==> src/verilog/framer_pkg.sv <==
// How it works
// - Host link is a full-duplex UART at one megabit per second.
// - Each side pauses sending while its peer's handshake line says not ready.
// - Byte values 0x7F start, 0x7D escape and 0xFF end are reserved.
// - A message is start byte, payload bytes, one end byte, nothing interleaved.
// - Reserved payload bytes go out as escape plus byte with bit 5 cleared.
// - A start byte anywhere aborts the partial frame (an END_ABORT entry if its service code was queued) and restarts the receiver.
// - A stray 0xFF outside a frame is taken as a long stop and ignored.
// - Multi-byte fields, the service code among them, travel low byte first.
// - After the start byte: two-byte service code, any payload, then the end byte.
// - The start byte value is a parameter because 0x7E is also quoted.
// - Service code bits 15..14: 00 request, 01 indicate, 10 confirm, 11 unused.
// - Service code bits 13..0 carry the service ID 0x41 to 0x47.
// - At most one outstanding request per service ID; wait for its confirm.
// - Indicate messages are never confirmed and change no request tracking.
// - A confirm clears the outstanding request with the same service ID.
// - The module drops its clear-to-send output low for about 2 us to wake the host.
package framer_pkg;
   localparam int CLK_NS  = 10;
   localparam int BIT_NS  = 1000;
   localparam int BIT_CYC = BIT_NS / CLK_NS;
   localparam int CNT_W   = 7;
   localparam logic [CNT_W-1:0] BIT_LOAD  = CNT_W'(BIT_CYC - 1);
   localparam logic [CNT_W-1:0] HALF_LOAD = CNT_W'(BIT_CYC / 2 - 1);
   localparam int WAKE_NS  = 2000;
   localparam int WAKE_W   = 8;
   localparam logic [WAKE_W-1:0] WAKE_LOAD = WAKE_W'(WAKE_NS / CLK_NS);

   localparam logic [7:0] SOF_DEFAULT = 8'h7F;
   localparam logic [7:0] ESC_BYTE    = 8'h7D;
   localparam logic [7:0] EOF_BYTE    = 8'hFF;
   localparam logic [7:0] ESC_MASK    = 8'h20;

   localparam logic [1:0] TYPE_REQ    = 2'h0;
   localparam logic [1:0] TYPE_IND    = 2'h1;
   localparam logic [1:0] TYPE_CNF    = 2'h2;
   localparam logic [1:0] TYPE_UNUSED = 2'h3;
   localparam logic [7:0] SID_FIRST   = 8'h41;
   localparam logic [7:0] SID_LAST    = 8'h47;
   localparam int SID_NUM = 7;

   localparam int FIFO_W     = 10;
   localparam int FIFO_D     = 32;
   localparam int LVL_W      = 6;
   localparam logic [LVL_W-1:0] CTS_FILL = 6'h18;
   localparam logic [7:0] END_OK    = 8'h00;
   localparam logic [7:0] END_ABORT = 8'h01;

   typedef enum logic [1:0] {K_DATA, K_SVC_LO, K_SVC_HI, K_END} kind_t;
   typedef enum logic [2:0] {T_WAIT, T_SOF, T_ESC, T_DATA, T_EOF, T_HOLD} tx_state_t;

   function automatic logic is_rsv(input logic [7:0] b, input logic [7:0] sof);
      return (b == sof) || (b == ESC_BYTE) || (b == EOF_BYTE);
   endfunction

   function automatic logic sid_ok(input logic [5:0] hi, input logic [7:0] lo);
      return (hi == 6'h00) && (lo >= SID_FIRST) && (lo <= SID_LAST);
   endfunction

   function automatic logic [2:0] sid_idx(input logic [7:0] lo);
      return 3'(lo - SID_FIRST);
   endfunction
endpackage

==> src/verilog/fifo_if.sv <==
`timescale 1ns/1ns
interface fifo_if #(parameter int W = 10, parameter int LW = 6);
   logic          push_valid;
   logic          push_ready;
   logic [W-1:0]  push_data;
   logic          pop_valid;
   logic          pop_ready;
   logic [W-1:0]  pop_data;
   logic [LW-1:0] level;
   modport fill  (output push_valid, push_data, pop_ready,
                  input  push_ready, pop_valid, pop_data, level);
   modport store (input  push_valid, push_data, pop_ready,
                  output push_ready, pop_valid, pop_data, level);
endinterface

==> src/verilog/msg_fifo.sv <==
`timescale 1ns/1ns
module msg_fifo #(
   parameter int WIDTH = 10,
   parameter int DEPTH = 32
) (
   input wire logic mclk,
   input wire logic rst,
   fifo_if.store    f
);
   localparam int AW = $clog2(DEPTH);
   localparam logic [AW:0] FULL_CNT = (AW+1)'(DEPTH);

   logic [WIDTH-1:0] mem [DEPTH];
   logic [AW-1:0]    wp_ff;
   logic [AW-1:0]    rp_ff;
   logic [AW:0]      cnt_ff;
   logic             push;
   logic             pop;

   assign push         = f.push_valid && f.push_ready;
   assign pop          = f.pop_valid && f.pop_ready;
   assign f.push_ready = cnt_ff != FULL_CNT;
   assign f.pop_valid  = cnt_ff != '0;
   assign f.pop_data   = mem[rp_ff];
   assign f.level      = cnt_ff;

   always_ff @(posedge mclk) begin
      if (push) begin
         mem[wp_ff] <= f.push_data;
      end
   end

   always_ff @(posedge mclk or posedge rst) begin
      if (rst) begin
         wp_ff  <= '0;
         rp_ff  <= '0;
         cnt_ff <= '0;
      end else begin
         if (push) begin
            wp_ff <= (wp_ff == AW'(DEPTH - 1)) ? '0 : wp_ff + 1'b1;
         end
         if (pop) begin
            rp_ff <= (rp_ff == AW'(DEPTH - 1)) ? '0 : rp_ff + 1'b1;
         end
         cnt_ff <= cnt_ff + (AW+1)'(push) - (AW+1)'(pop);
      end
   end
endmodule

==> src/verilog/radio_framer.sv <==
`timescale 1ns/1ns
module radio_framer import framer_pkg::*; #(
   parameter logic [7:0] START_BYTE = SOF_DEFAULT
) (
   input  wire logic       mclk,
   input  wire logic       rst,
   input  wire logic       host_txd,
   input  wire logic       host_wake_request,
   output logic            module_rxd,
   output logic            module_wake_notice,
   input  wire logic       wake_host,
   output logic            radio_wake,
   input  wire logic       tx_valid,
   input  wire logic [7:0] tx_data,
   input  wire logic       tx_last,
   output logic            tx_ready,
   output logic            rx_valid,
   output logic [1:0]      rx_kind,
   output logic [7:0]      rx_data,
   input  wire logic       rx_ready,
   output logic [6:0]      pending_req,
   output logic            stray_confirm,
   output logic            rx_dropped
);
   localparam int A_BIT_M1 = BIT_CYC - 1;

   fifo_if #(.W(FIFO_W), .LW(LVL_W)) rxq ();

   msg_fifo #(.WIDTH(FIFO_W), .DEPTH(FIFO_D)) u_fifo (
      .mclk (mclk),
      .rst  (rst),
      .f    (rxq)
   );

   // Pin synchronisers; the third handshake flop only feeds the edge detector.
   logic rxd_s1_ff, rxd_s2_ff, rts_s1_ff, rts_s2_ff, rts_s3_ff;
   always_ff @(posedge mclk or posedge rst) begin
      if (rst) begin
         rxd_s1_ff <= 1'b1;
         rxd_s2_ff <= 1'b1;
         rts_s1_ff <= 1'b0;
         rts_s2_ff <= 1'b0;
         rts_s3_ff <= 1'b0;
      end else begin
         rxd_s1_ff <= host_txd;
         rxd_s2_ff <= rxd_s1_ff;
         rts_s1_ff <= host_wake_request;
         rts_s2_ff <= rts_s1_ff;
         rts_s3_ff <= rts_s2_ff;
      end
   end

   // Any edge on the handshake line is a wake request for the radio side.
   // The detector arms only once the synchroniser holds the pin's real level,
   // so the reset value of the chain never shows up as a false wake.
   logic [1:0] rts_arm_ff;
   always_ff @(posedge mclk or posedge rst) begin
      if (rst) begin
         rts_arm_ff <= 2'h0;
         radio_wake <= 1'b0;
      end else begin
         if (rts_arm_ff != 2'h3) begin
            rts_arm_ff <= rts_arm_ff + 1'b1;
         end
         radio_wake <= (rts_arm_ff == 2'h3) && (rts_s2_ff ^ rts_s3_ff);
      end
   end

   // Clear-to-send: high while the queue level is below CTS_FILL, dropped briefly to wake the host.
   logic [WAKE_W-1:0] wake_cnt_ff;
   always_ff @(posedge mclk or posedge rst) begin
      if (rst) begin
         wake_cnt_ff        <= '0;
         module_wake_notice <= 1'b0;
      end else begin
         if (wake_host) begin
            wake_cnt_ff <= WAKE_LOAD;
         end else if (wake_cnt_ff != '0) begin
            wake_cnt_ff <= wake_cnt_ff - 1'b1;
         end
         module_wake_notice <= (wake_cnt_ff == '0) && !wake_host
                               && (rxq.level < CTS_FILL);
      end
   end

   // Transmit serializer, 8N1 with the bit clock from a reloading divider.
   logic             ser_go;
   logic [7:0]       ser_char;
   logic [8:0]       ser_sh_ff;
   logic [3:0]       ser_left_ff;
   logic [CNT_W-1:0] tx_div_ff;
   logic             ser_busy;
   logic             tx_tick;
   logic             chr0_ff;
   assign ser_busy = ser_left_ff != 4'h0;
   assign tx_tick  = ser_busy && (tx_div_ff == '0);

   always_ff @(posedge mclk or posedge rst) begin
      if (rst) begin
         ser_sh_ff   <= '1;
         ser_left_ff <= 4'h0;
         tx_div_ff   <= '0;
         module_rxd  <= 1'b1;
         chr0_ff     <= 1'b1;
      end else if (ser_go) begin
         ser_sh_ff   <= {1'b1, ser_char};
         ser_left_ff <= 4'hA;
         tx_div_ff   <= BIT_LOAD;
         module_rxd  <= 1'b0;
         chr0_ff     <= ser_char[0];
      end else if (ser_busy) begin
         tx_div_ff <= (tx_div_ff == '0) ? BIT_LOAD : tx_div_ff - 1'b1;
         if (tx_tick) begin
            ser_left_ff <= ser_left_ff - 1'b1;
            module_rxd  <= (ser_left_ff > 4'h1) ? ser_sh_ff[0] : 1'b1;
            ser_sh_ff   <= {1'b1, ser_sh_ff[8:1]};
         end
      end
   end

   // Transmit framer: first byte taken is the service code low byte, then high.
   tx_state_t  tx_state_ff;
   logic [7:0] cur_ff;
   logic [7:0] tx_lo_ff;
   logic [1:0] tx_cnt_ff;
   logic       last_ff, esc_sent_ff, in_msg_ff;
   logic       take, blk, cur_rsv, tx_set;
   logic [6:0] pend_ff;

   assign take    = tx_valid && tx_ready;
   assign blk     = (tx_cnt_ff == 2'h1) && (tx_data[7:6] == TYPE_REQ)
                    && sid_ok(tx_data[5:0], tx_lo_ff) && pend_ff[sid_idx(tx_lo_ff)];
   assign cur_rsv = is_rsv(cur_ff, START_BYTE);
   assign ser_go  = rts_s2_ff && !ser_busy
                    && (tx_state_ff inside {T_SOF, T_ESC, T_DATA, T_EOF});
   assign tx_set  = ser_go && (tx_state_ff == T_DATA) && (tx_cnt_ff == 2'h1)
                    && (cur_ff[7:6] == TYPE_REQ) && sid_ok(cur_ff[5:0], tx_lo_ff);

   always_comb begin
      unique case (tx_state_ff)
         T_SOF:   ser_char = START_BYTE;
         T_ESC:   ser_char = ESC_BYTE;
         T_DATA:  ser_char = esc_sent_ff ? (cur_ff & ~ESC_MASK) : cur_ff;
         T_EOF:   ser_char = EOF_BYTE;
         default: ser_char = 8'h00;
      endcase
   end

   always_ff @(posedge mclk or posedge rst) begin
      if (rst) begin
         tx_state_ff <= T_WAIT;
         tx_ready    <= 1'b1;
         cur_ff      <= 8'h00;
         tx_lo_ff    <= 8'h00;
         tx_cnt_ff   <= 2'h0;
         last_ff     <= 1'b0;
         esc_sent_ff <= 1'b0;
         in_msg_ff   <= 1'b0;
      end else begin
         unique case (tx_state_ff)
            T_WAIT: if (take) begin
               cur_ff      <= tx_data;
               last_ff     <= tx_last;
               esc_sent_ff <= 1'b0;
               tx_ready    <= 1'b0;
               if (!in_msg_ff) begin
                  tx_state_ff <= T_SOF;
               end else if (blk) begin
                  tx_state_ff <= T_HOLD;
               end else begin
                  tx_state_ff <= is_rsv(tx_data, START_BYTE) ? T_ESC : T_DATA;
               end
            end
            T_SOF: if (ser_go) begin
               in_msg_ff   <= 1'b1;
               tx_state_ff <= cur_rsv ? T_ESC : T_DATA;
            end
            T_HOLD: if (!pend_ff[sid_idx(tx_lo_ff)]) begin
               tx_state_ff <= cur_rsv ? T_ESC : T_DATA;
            end
            T_ESC: if (ser_go) begin
               esc_sent_ff <= 1'b1;
               tx_state_ff <= T_DATA;
            end
            T_DATA: if (ser_go) begin
               if (tx_cnt_ff == 2'h0) begin
                  tx_lo_ff <= cur_ff;
               end
               if (tx_cnt_ff != 2'h2) begin
                  tx_cnt_ff <= tx_cnt_ff + 1'b1;
               end
               tx_state_ff <= last_ff ? T_EOF : T_WAIT;
               tx_ready    <= !last_ff;
            end
            T_EOF: if (ser_go) begin
               in_msg_ff   <= 1'b0;
               tx_cnt_ff   <= 2'h0;
               tx_state_ff <= T_WAIT;
               tx_ready    <= 1'b1;
            end
         endcase
      end
   end

   // Receive UART: start bit checked at mid-bit, then one sample per bit time.
   logic [CNT_W-1:0] rx_div_ff;
   logic [3:0]       rx_bit_ff;
   logic [7:0]       rx_sh_ff;
   logic             rx_on_ff, char_ev_ff, ferr_ff;
   always_ff @(posedge mclk or posedge rst) begin
      if (rst) begin
         rx_div_ff  <= '0;
         rx_bit_ff  <= 4'h0;
         rx_sh_ff   <= 8'h00;
         rx_on_ff   <= 1'b0;
         char_ev_ff <= 1'b0;
         ferr_ff    <= 1'b0;
      end else begin
         char_ev_ff <= 1'b0;
         ferr_ff    <= 1'b0;
         if (!rx_on_ff) begin
            if (!rxd_s2_ff) begin
               rx_on_ff  <= 1'b1;
               rx_div_ff <= HALF_LOAD;
               rx_bit_ff <= 4'h0;
            end
         end else if (rx_div_ff != '0) begin
            rx_div_ff <= rx_div_ff - 1'b1;
         end else begin
            rx_div_ff <= BIT_LOAD;
            rx_bit_ff <= rx_bit_ff + 1'b1;
            if (rx_bit_ff == 4'h0) begin
               rx_on_ff <= !rxd_s2_ff;
            end else if (rx_bit_ff != 4'h9) begin
               rx_sh_ff <= {rxd_s2_ff, rx_sh_ff[7:1]};
            end else begin
               rx_on_ff   <= 1'b0;
               char_ev_ff <= rxd_s2_ff;
               ferr_ff    <= !rxd_s2_ff;
            end
         end
      end
   end

   // Receive deframer.
   logic       in_frame_ff, rx_esc_ff, drop_ff, pv_ff, pend_hi_ff;
   logic [1:0] rcnt_ff;
   logic [7:0] rx_lo_ff, rx_hi_ff;
   logic [9:0] pd_ff;
   logic       is_sof, is_eof, is_esc, data_ev, hi_ev, need_push;
   logic [7:0] rx_b;
   logic [9:0] nd;
   assign is_sof  = char_ev_ff && (rx_sh_ff == START_BYTE);
   assign is_eof  = char_ev_ff && (rx_sh_ff == EOF_BYTE);
   assign is_esc  = char_ev_ff && (rx_sh_ff == ESC_BYTE);
   assign data_ev = char_ev_ff && in_frame_ff && !is_sof && !is_eof && !is_esc;
   assign rx_b    = rx_esc_ff ? (rx_sh_ff | ESC_MASK) : rx_sh_ff;
   assign hi_ev   = data_ev && (rcnt_ff == 2'h1);

   always_comb begin
      need_push = 1'b0;
      nd        = {K_DATA, rx_b};
      if (hi_ev && (rx_b[7:6] != TYPE_UNUSED)) begin
         need_push = 1'b1;
         nd        = {K_SVC_LO, rx_lo_ff};
      end else if (data_ev && (rcnt_ff == 2'h2) && !drop_ff) begin
         need_push = 1'b1;
      end else if ((is_eof || is_sof) && in_frame_ff && (rcnt_ff == 2'h2) && !drop_ff) begin
         need_push = 1'b1;
         nd        = {K_END, is_eof ? END_OK : END_ABORT};
      end
   end

   always_ff @(posedge mclk or posedge rst) begin
      if (rst) begin
         in_frame_ff <= 1'b0;
         rx_esc_ff   <= 1'b0;
         drop_ff     <= 1'b0;
         rcnt_ff     <= 2'h0;
         rx_lo_ff    <= 8'h00;
         rx_hi_ff    <= 8'h00;
      end else if (is_sof) begin
         in_frame_ff <= 1'b1;
         rx_esc_ff   <= 1'b0;
         drop_ff     <= 1'b0;
         rcnt_ff     <= 2'h0;
      end else if (char_ev_ff && in_frame_ff) begin
         if (is_eof) begin
            in_frame_ff <= 1'b0;
         end else if (is_esc) begin
            rx_esc_ff <= 1'b1;
         end else begin
            rx_esc_ff <= 1'b0;
            if (rcnt_ff == 2'h0) begin
               rx_lo_ff <= rx_b;
            end else if (rcnt_ff == 2'h1) begin
               rx_hi_ff <= rx_b;
               drop_ff  <= rx_b[7:6] == TYPE_UNUSED;
            end
            if (rcnt_ff != 2'h2) begin
               rcnt_ff <= rcnt_ff + 1'b1;
            end
         end
      end
   end

   // Push staging; a second push carries the service code high byte.
   assign rxq.push_valid = pv_ff;
   assign rxq.push_data  = pd_ff;
   always_ff @(posedge mclk or posedge rst) begin
      if (rst) begin
         pv_ff      <= 1'b0;
         pd_ff      <= '0;
         pend_hi_ff <= 1'b0;
         rx_dropped <= 1'b0;
      end else begin
         rx_dropped <= ferr_ff;
         if (need_push) begin
            if (pv_ff && !rxq.push_ready) begin
               rx_dropped <= 1'b1;
            end else begin
               pv_ff      <= 1'b1;
               pd_ff      <= nd;
               pend_hi_ff <= hi_ev;
            end
         end else if (pv_ff && rxq.push_ready) begin
            pv_ff      <= pend_hi_ff;
            pd_ff      <= {K_SVC_HI, rx_hi_ff};
            pend_hi_ff <= 1'b0;
         end
      end
   end

   // Outstanding request tracking, one bit per service ID.
   logic rx_cnf;
   assign rx_cnf = hi_ev && (rx_b[7:6] == TYPE_CNF)
                   && sid_ok(rx_b[5:0], rx_lo_ff);
   assign pending_req = pend_ff;
   always_ff @(posedge mclk or posedge rst) begin
      if (rst) begin
         pend_ff       <= '0;
         stray_confirm <= 1'b0;
      end else begin
         stray_confirm <= rx_cnf && !pend_ff[sid_idx(rx_lo_ff)];
         if (rx_cnf) begin
            pend_ff[sid_idx(rx_lo_ff)] <= 1'b0;
         end
         if (tx_set) begin
            pend_ff[sid_idx(tx_lo_ff)] <= 1'b1;
         end
      end
   end

   // Registered output stage of the receive queue.
   assign rxq.pop_ready = !rx_valid || rx_ready;
   always_ff @(posedge mclk or posedge rst) begin
      if (rst) begin
         rx_valid <= 1'b0;
         rx_kind  <= 2'h0;
         rx_data  <= 8'h00;
      end else if (rxq.pop_ready) begin
         rx_valid <= rxq.pop_valid;
         rx_kind  <= rxq.pop_data[9:8];
         rx_data  <= rxq.pop_data[7:0];
      end
   end
endmodule

==> config.mk <==
export PLATFORM = sky130hd
export DESIGN_NAME = radio_framer
export DESIGN_NICKNAME = d
export VERILOG_FILES = /design/src/verilog/framer_pkg.sv /design/src/verilog/fifo_if.sv /design/src/verilog/msg_fifo.sv /design/src/verilog/radio_framer.sv
export SDC_FILE = /design/constraint.sdc
export NUM_CORES = 1
export LEC_CHECK = 0
export BUFFER_PORTS_ARGS = -buffer_cell sky130_fd_sc_hd__buf_2
export CAP_MARGIN = 20
export CORE_ASPECT_RATIO = 0.8
export CORE_UTILIZATION = 43
export CTS_BUF_LIST = sky130_fd_sc_hd__clkbuf_8
export DETAILED_ROUTE_END_ITERATION = 8
export GPL_TIMING_DRIVEN = 0
export PLACE_DENSITY = 0.55
export SLEW_MARGIN = 20
export SYNTH_ARGS = -nofsm -noshare
export SYNTH_HDL_FRONTEND = slang
export SYNTH_HIERARCHICAL = 1
export SYNTH_SLANG_ARGS = --single-unit
==> constraint.sdc <==
create_clock -name mclk -period 6.98 [get_ports mclk]
set_clock_uncertainty 0.1 [all_clocks]
set_input_delay 1.396 -clock mclk [delete_from_list [all_inputs] [get_ports mclk]]
set_output_delay 1.396 -clock mclk [all_outputs]
set_load 0.05 [all_outputs]
==> impl_metrics.csv <==
group,metric,value,unit
status,outcome,"finished, final reports clean",
synthesis,yosysWarnings,6,
worst_setup_path,r2r_slack,3660,ps
synthesis,yosysTopAreaCell,"edfxtp_1",
synthesis,yosysSeqAreaShare,0.670,
pwr,power.share.clock,0.327,
synthesis,synth_area,20100,sq um
pwr,p_comb_frac,0.189,
clocking,cts_setup_buffers,0,
worst_setup_path,critPathArrivalTime,4240,ps
cells_and_area,area_growth,12.6,%
synthesis,synth.top_cell.area_share,0.479,
placed_design,place_ws,2580,ps
synthesis,async_flop_share,0.323,
global_route,grt_max_degree,98,
worst_setup_path,reg2reg_to,"u_fifo/f.level[5]",
clocking,cts_buffer_depth,3,
route,drt_wl_total,45500,microns
cells_and_area,stdcell_count,2073,
clocking,clock-root-buffer,"clkbuf_8",
pwr,cellPowerDensity,301,nW/um^2
synthesis,synth_most_common_cell,"edfxtp_1",
cells_and_area,multiInputGateArea,6150,sq um
floorplan,initial_core_util,0.437,
worst_setup_path,crit_path_end_kind,"register",
global_route,grt_pass1_wl,70200,microns
pwr,swShare,0.291,
placed_design,port_buffers,38,
worst_setup_path,worstPathRequired,7420,ps
synthesis,synth_flop_cell,"edfxtp_1",
sta,fin_crit_sh,0.545,
sta,finalSetupViolCount,0,
clocking,cts_tree,"done",
worst_setup_path,path_class,"in2reg",
clocking,cts_max_level,3,
sta,maxSlewHeadroom,0.215,
worst_setup_path,critPathLaunchType,"primary input",
sta,period_minus_slack,3800,ps
synthesis,ys_seq_elements,473,
sta,tightestPinTransition,1170,ps
synthesis,synthTopCellsByArea,"edfxtp_1 (48%), dfrtp_1 (18%), mux4_2 (8.3%), mux2_2 (2.5%), ha_1 (2.3%)",
clocking,clock-sinks,473,
route,vias_per_cell,5.60,
floorplan,ios,40,
clocking,cts_buffers,77,
sta,drv_slew,0,
synthesis,ys_types,90,
global_route,grt-ovfl-total,0,
sta,hold_viol_final,0,
run,drv_cap,0,
cells_and_area,final_net_count,1449,
cells_and_area,ff_latch_area,13500,sq um
min_path,hold_path_depth,0,
pwr,p_leak,7.28,nW
route,drc_errors,0,
placed_design,place_area,21200,sq um
placed_design,dp_cells,1925,
global_route,grt_usage,0.196,
route,drt_iter0_drc,861,
worst_setup_path,worst-r2r-cell-count,11,
placed_design,dp_hpwl,28700,microns
floorplan,core,45900,sq um
clocking,cts.repair.resized,0,
pwr,ir_worst_vdd,190,uV
synthesis,syn_area_per_cell,15.8,sq um
min_path,worst_hold_path_type,"reg2reg",
sta,fmax,0.263,GHz
placed_design,place_congestion,0.817,
synthesis,synth_edf_count,320,
global_route,grt_pass1_vias,11574,
global_route,antenna_found_initial,1,
floorplan,num_rows,70,
min_path,hold_start,"rts_s1_ff",
clocking,clk_latency,660,ps
cells_and_area,fillers,4037,
worst_setup_path,path_max_fanout,11,
worst_setup_path,r2r-start,"rx_valid",
route,via_count,11611,
clocking,clkSlewWorstSetupHoldPaths,50,ps
synthesis,syn_inst,1268,
route,avgRoutedWirePerCell,22.0,microns
clocking,cts_hold_buf,0,
floorplan,die-area,47600,sq um
route,first_pass_iters,7,
cells_and_area,final_cell_area,22600,sq um
pwr,p_switching,1.98,mW
pwr,pwr-share-seq,0.483,
sta,finalWorstSetupSlack,3180,ps
pwr,internal_power,4.83,mW
floorplan,die_x,244,microns
min_path,min_to,"rts_s2_ff",
synthesis,ys_top_cells_by_count,"edfxtp_1 (320), dfrtp_1 (141), nand2_1 (82), mux4_2 (74), nor2_1 (73)",
cells_and_area,drive_gt1_frac,0.242,
synthesis,syn_nets,1322,
route,ant_nets,0,
sta,grt_setup_unrepaired,"no",
floorplan,fp.dieH,195,microns
## cell usage in the layout, fill, tap and decap left out, types with 12 or more instances in the layout
master	netlist	layout
a21oi_1	26	26
buf_2	14	52
clkbuf_1	18	18
clkbuf_8	0	83
clkinv_1	1	16
dfrtp_1	141	133
dfstp_2	12	12
edfxtp_1	320	320
ha_1	37	37
inv_1	47	72
mux2_2	45	45
mux4_2	74	74
nand2_1	82	82
nand3_1	21	21
nor2_1	73	71
nor3_1	21	17
nor4_1	12	12
o21ai_0	57	57
o22ai_1	41	41
## critical path: stages
cell and delay [ps]:
buf_2 70, nand2b_1 150, buf_1 770, nand2_1 350, inv_1 190, ha_1 160, inv_1 70, ha_1 270
a21o_1 170, a21oi_1 290, nor2_1 80, a311oi_1 270
## cells by family after synthesis
group / share of synthesized area
flops: 0.670
compound gates: 0.0682
fa+ha+maj: 0.0246
buf+inv: 0.0252
simple gates: 0.0778
xor+xnor: 0.00829
mux: 0.126
## worst max path at each step
stage               startpoint           endpoint  slack [ps]  depth (start not counted)
detailed placement    rx_ready  u_fifo/f.level[5]        2580                         12
global route          rx_ready  u_fifo/f.level[5]        3000                         12
CTS                   rx_ready  u_fifo/f.level[5]        3240                         12
floorplan                  rst         char_ev_ff        1840                          1
finish                rx_ready  u_fifo/f.level[5]        3180                         12
global placement           rst         rx_data[3]        -240                          2
## layer usage
metal  GRT usage  vias to the layer above  routed length (microns)
li1            -                     5227                        -
met1       0.291                     6005                    21700
met2       0.292                      319                    20500
met3      0.0418                       60                     2590
met4      0.0535                        0                      726
met5           0                        -                        0
## through the flow
stage / TNS (ps) / hold WS [ps] / util / power (mW)
after global routing: 0 / 256 / 0.493 / 7.16
after detailed placement: 0 / 239 / 0.461 / 4.65
final: 0 / 249 / 0.493 / 6.82
after global placement: -24990 / 232 / 0.458 / 4.62
after CTS: 0 / 253 / 0.492 / 6.90
after floorplan: 0 / 231 / - / 4.30
## state kept, by name (all words and copies together), names as in the netlist, 8 cells and up
| signal | flops |
|---|---|
| rx_data | 8 |
| rx_hi_ff | 8 |
| rx_sh_ff | 8 |
| u_fifo/mem | 320 |
| ser_sh_ff | 8 |
| cur_ff | 8 |
| wake_cnt_ff | 8 |
| rx_lo_ff | 8 |
| pd_ff | 10 |
| tx_lo_ff | 8 |
## power groups by stage
stage	Clock, mW	Combinational [mW]	Sequential, mW
floorplan	0	0.974	3.33
global placement	0	1.27	3.35
detailed placement	0	1.30	3.35
CTS	2.30	1.30	3.29
global route	2.42	1.42	3.32
finish	2.23	1.29	3.29
## area by class of cell
type | instances | area share
multi-input cells | 699 | 0.272
diodes | 6 | 0.000664
repair buffers | 48 | 0.0129
clock buffers | 83 | 0.0505
well taps | 612 | 0.0339
flip-flops and latches | 473 | 0.595
clock inverters | 56 | 0.0118
inverters | 49 | 0.00847
plain buffers | 47 | 0.0143
(Power assumes the default switching activity.)
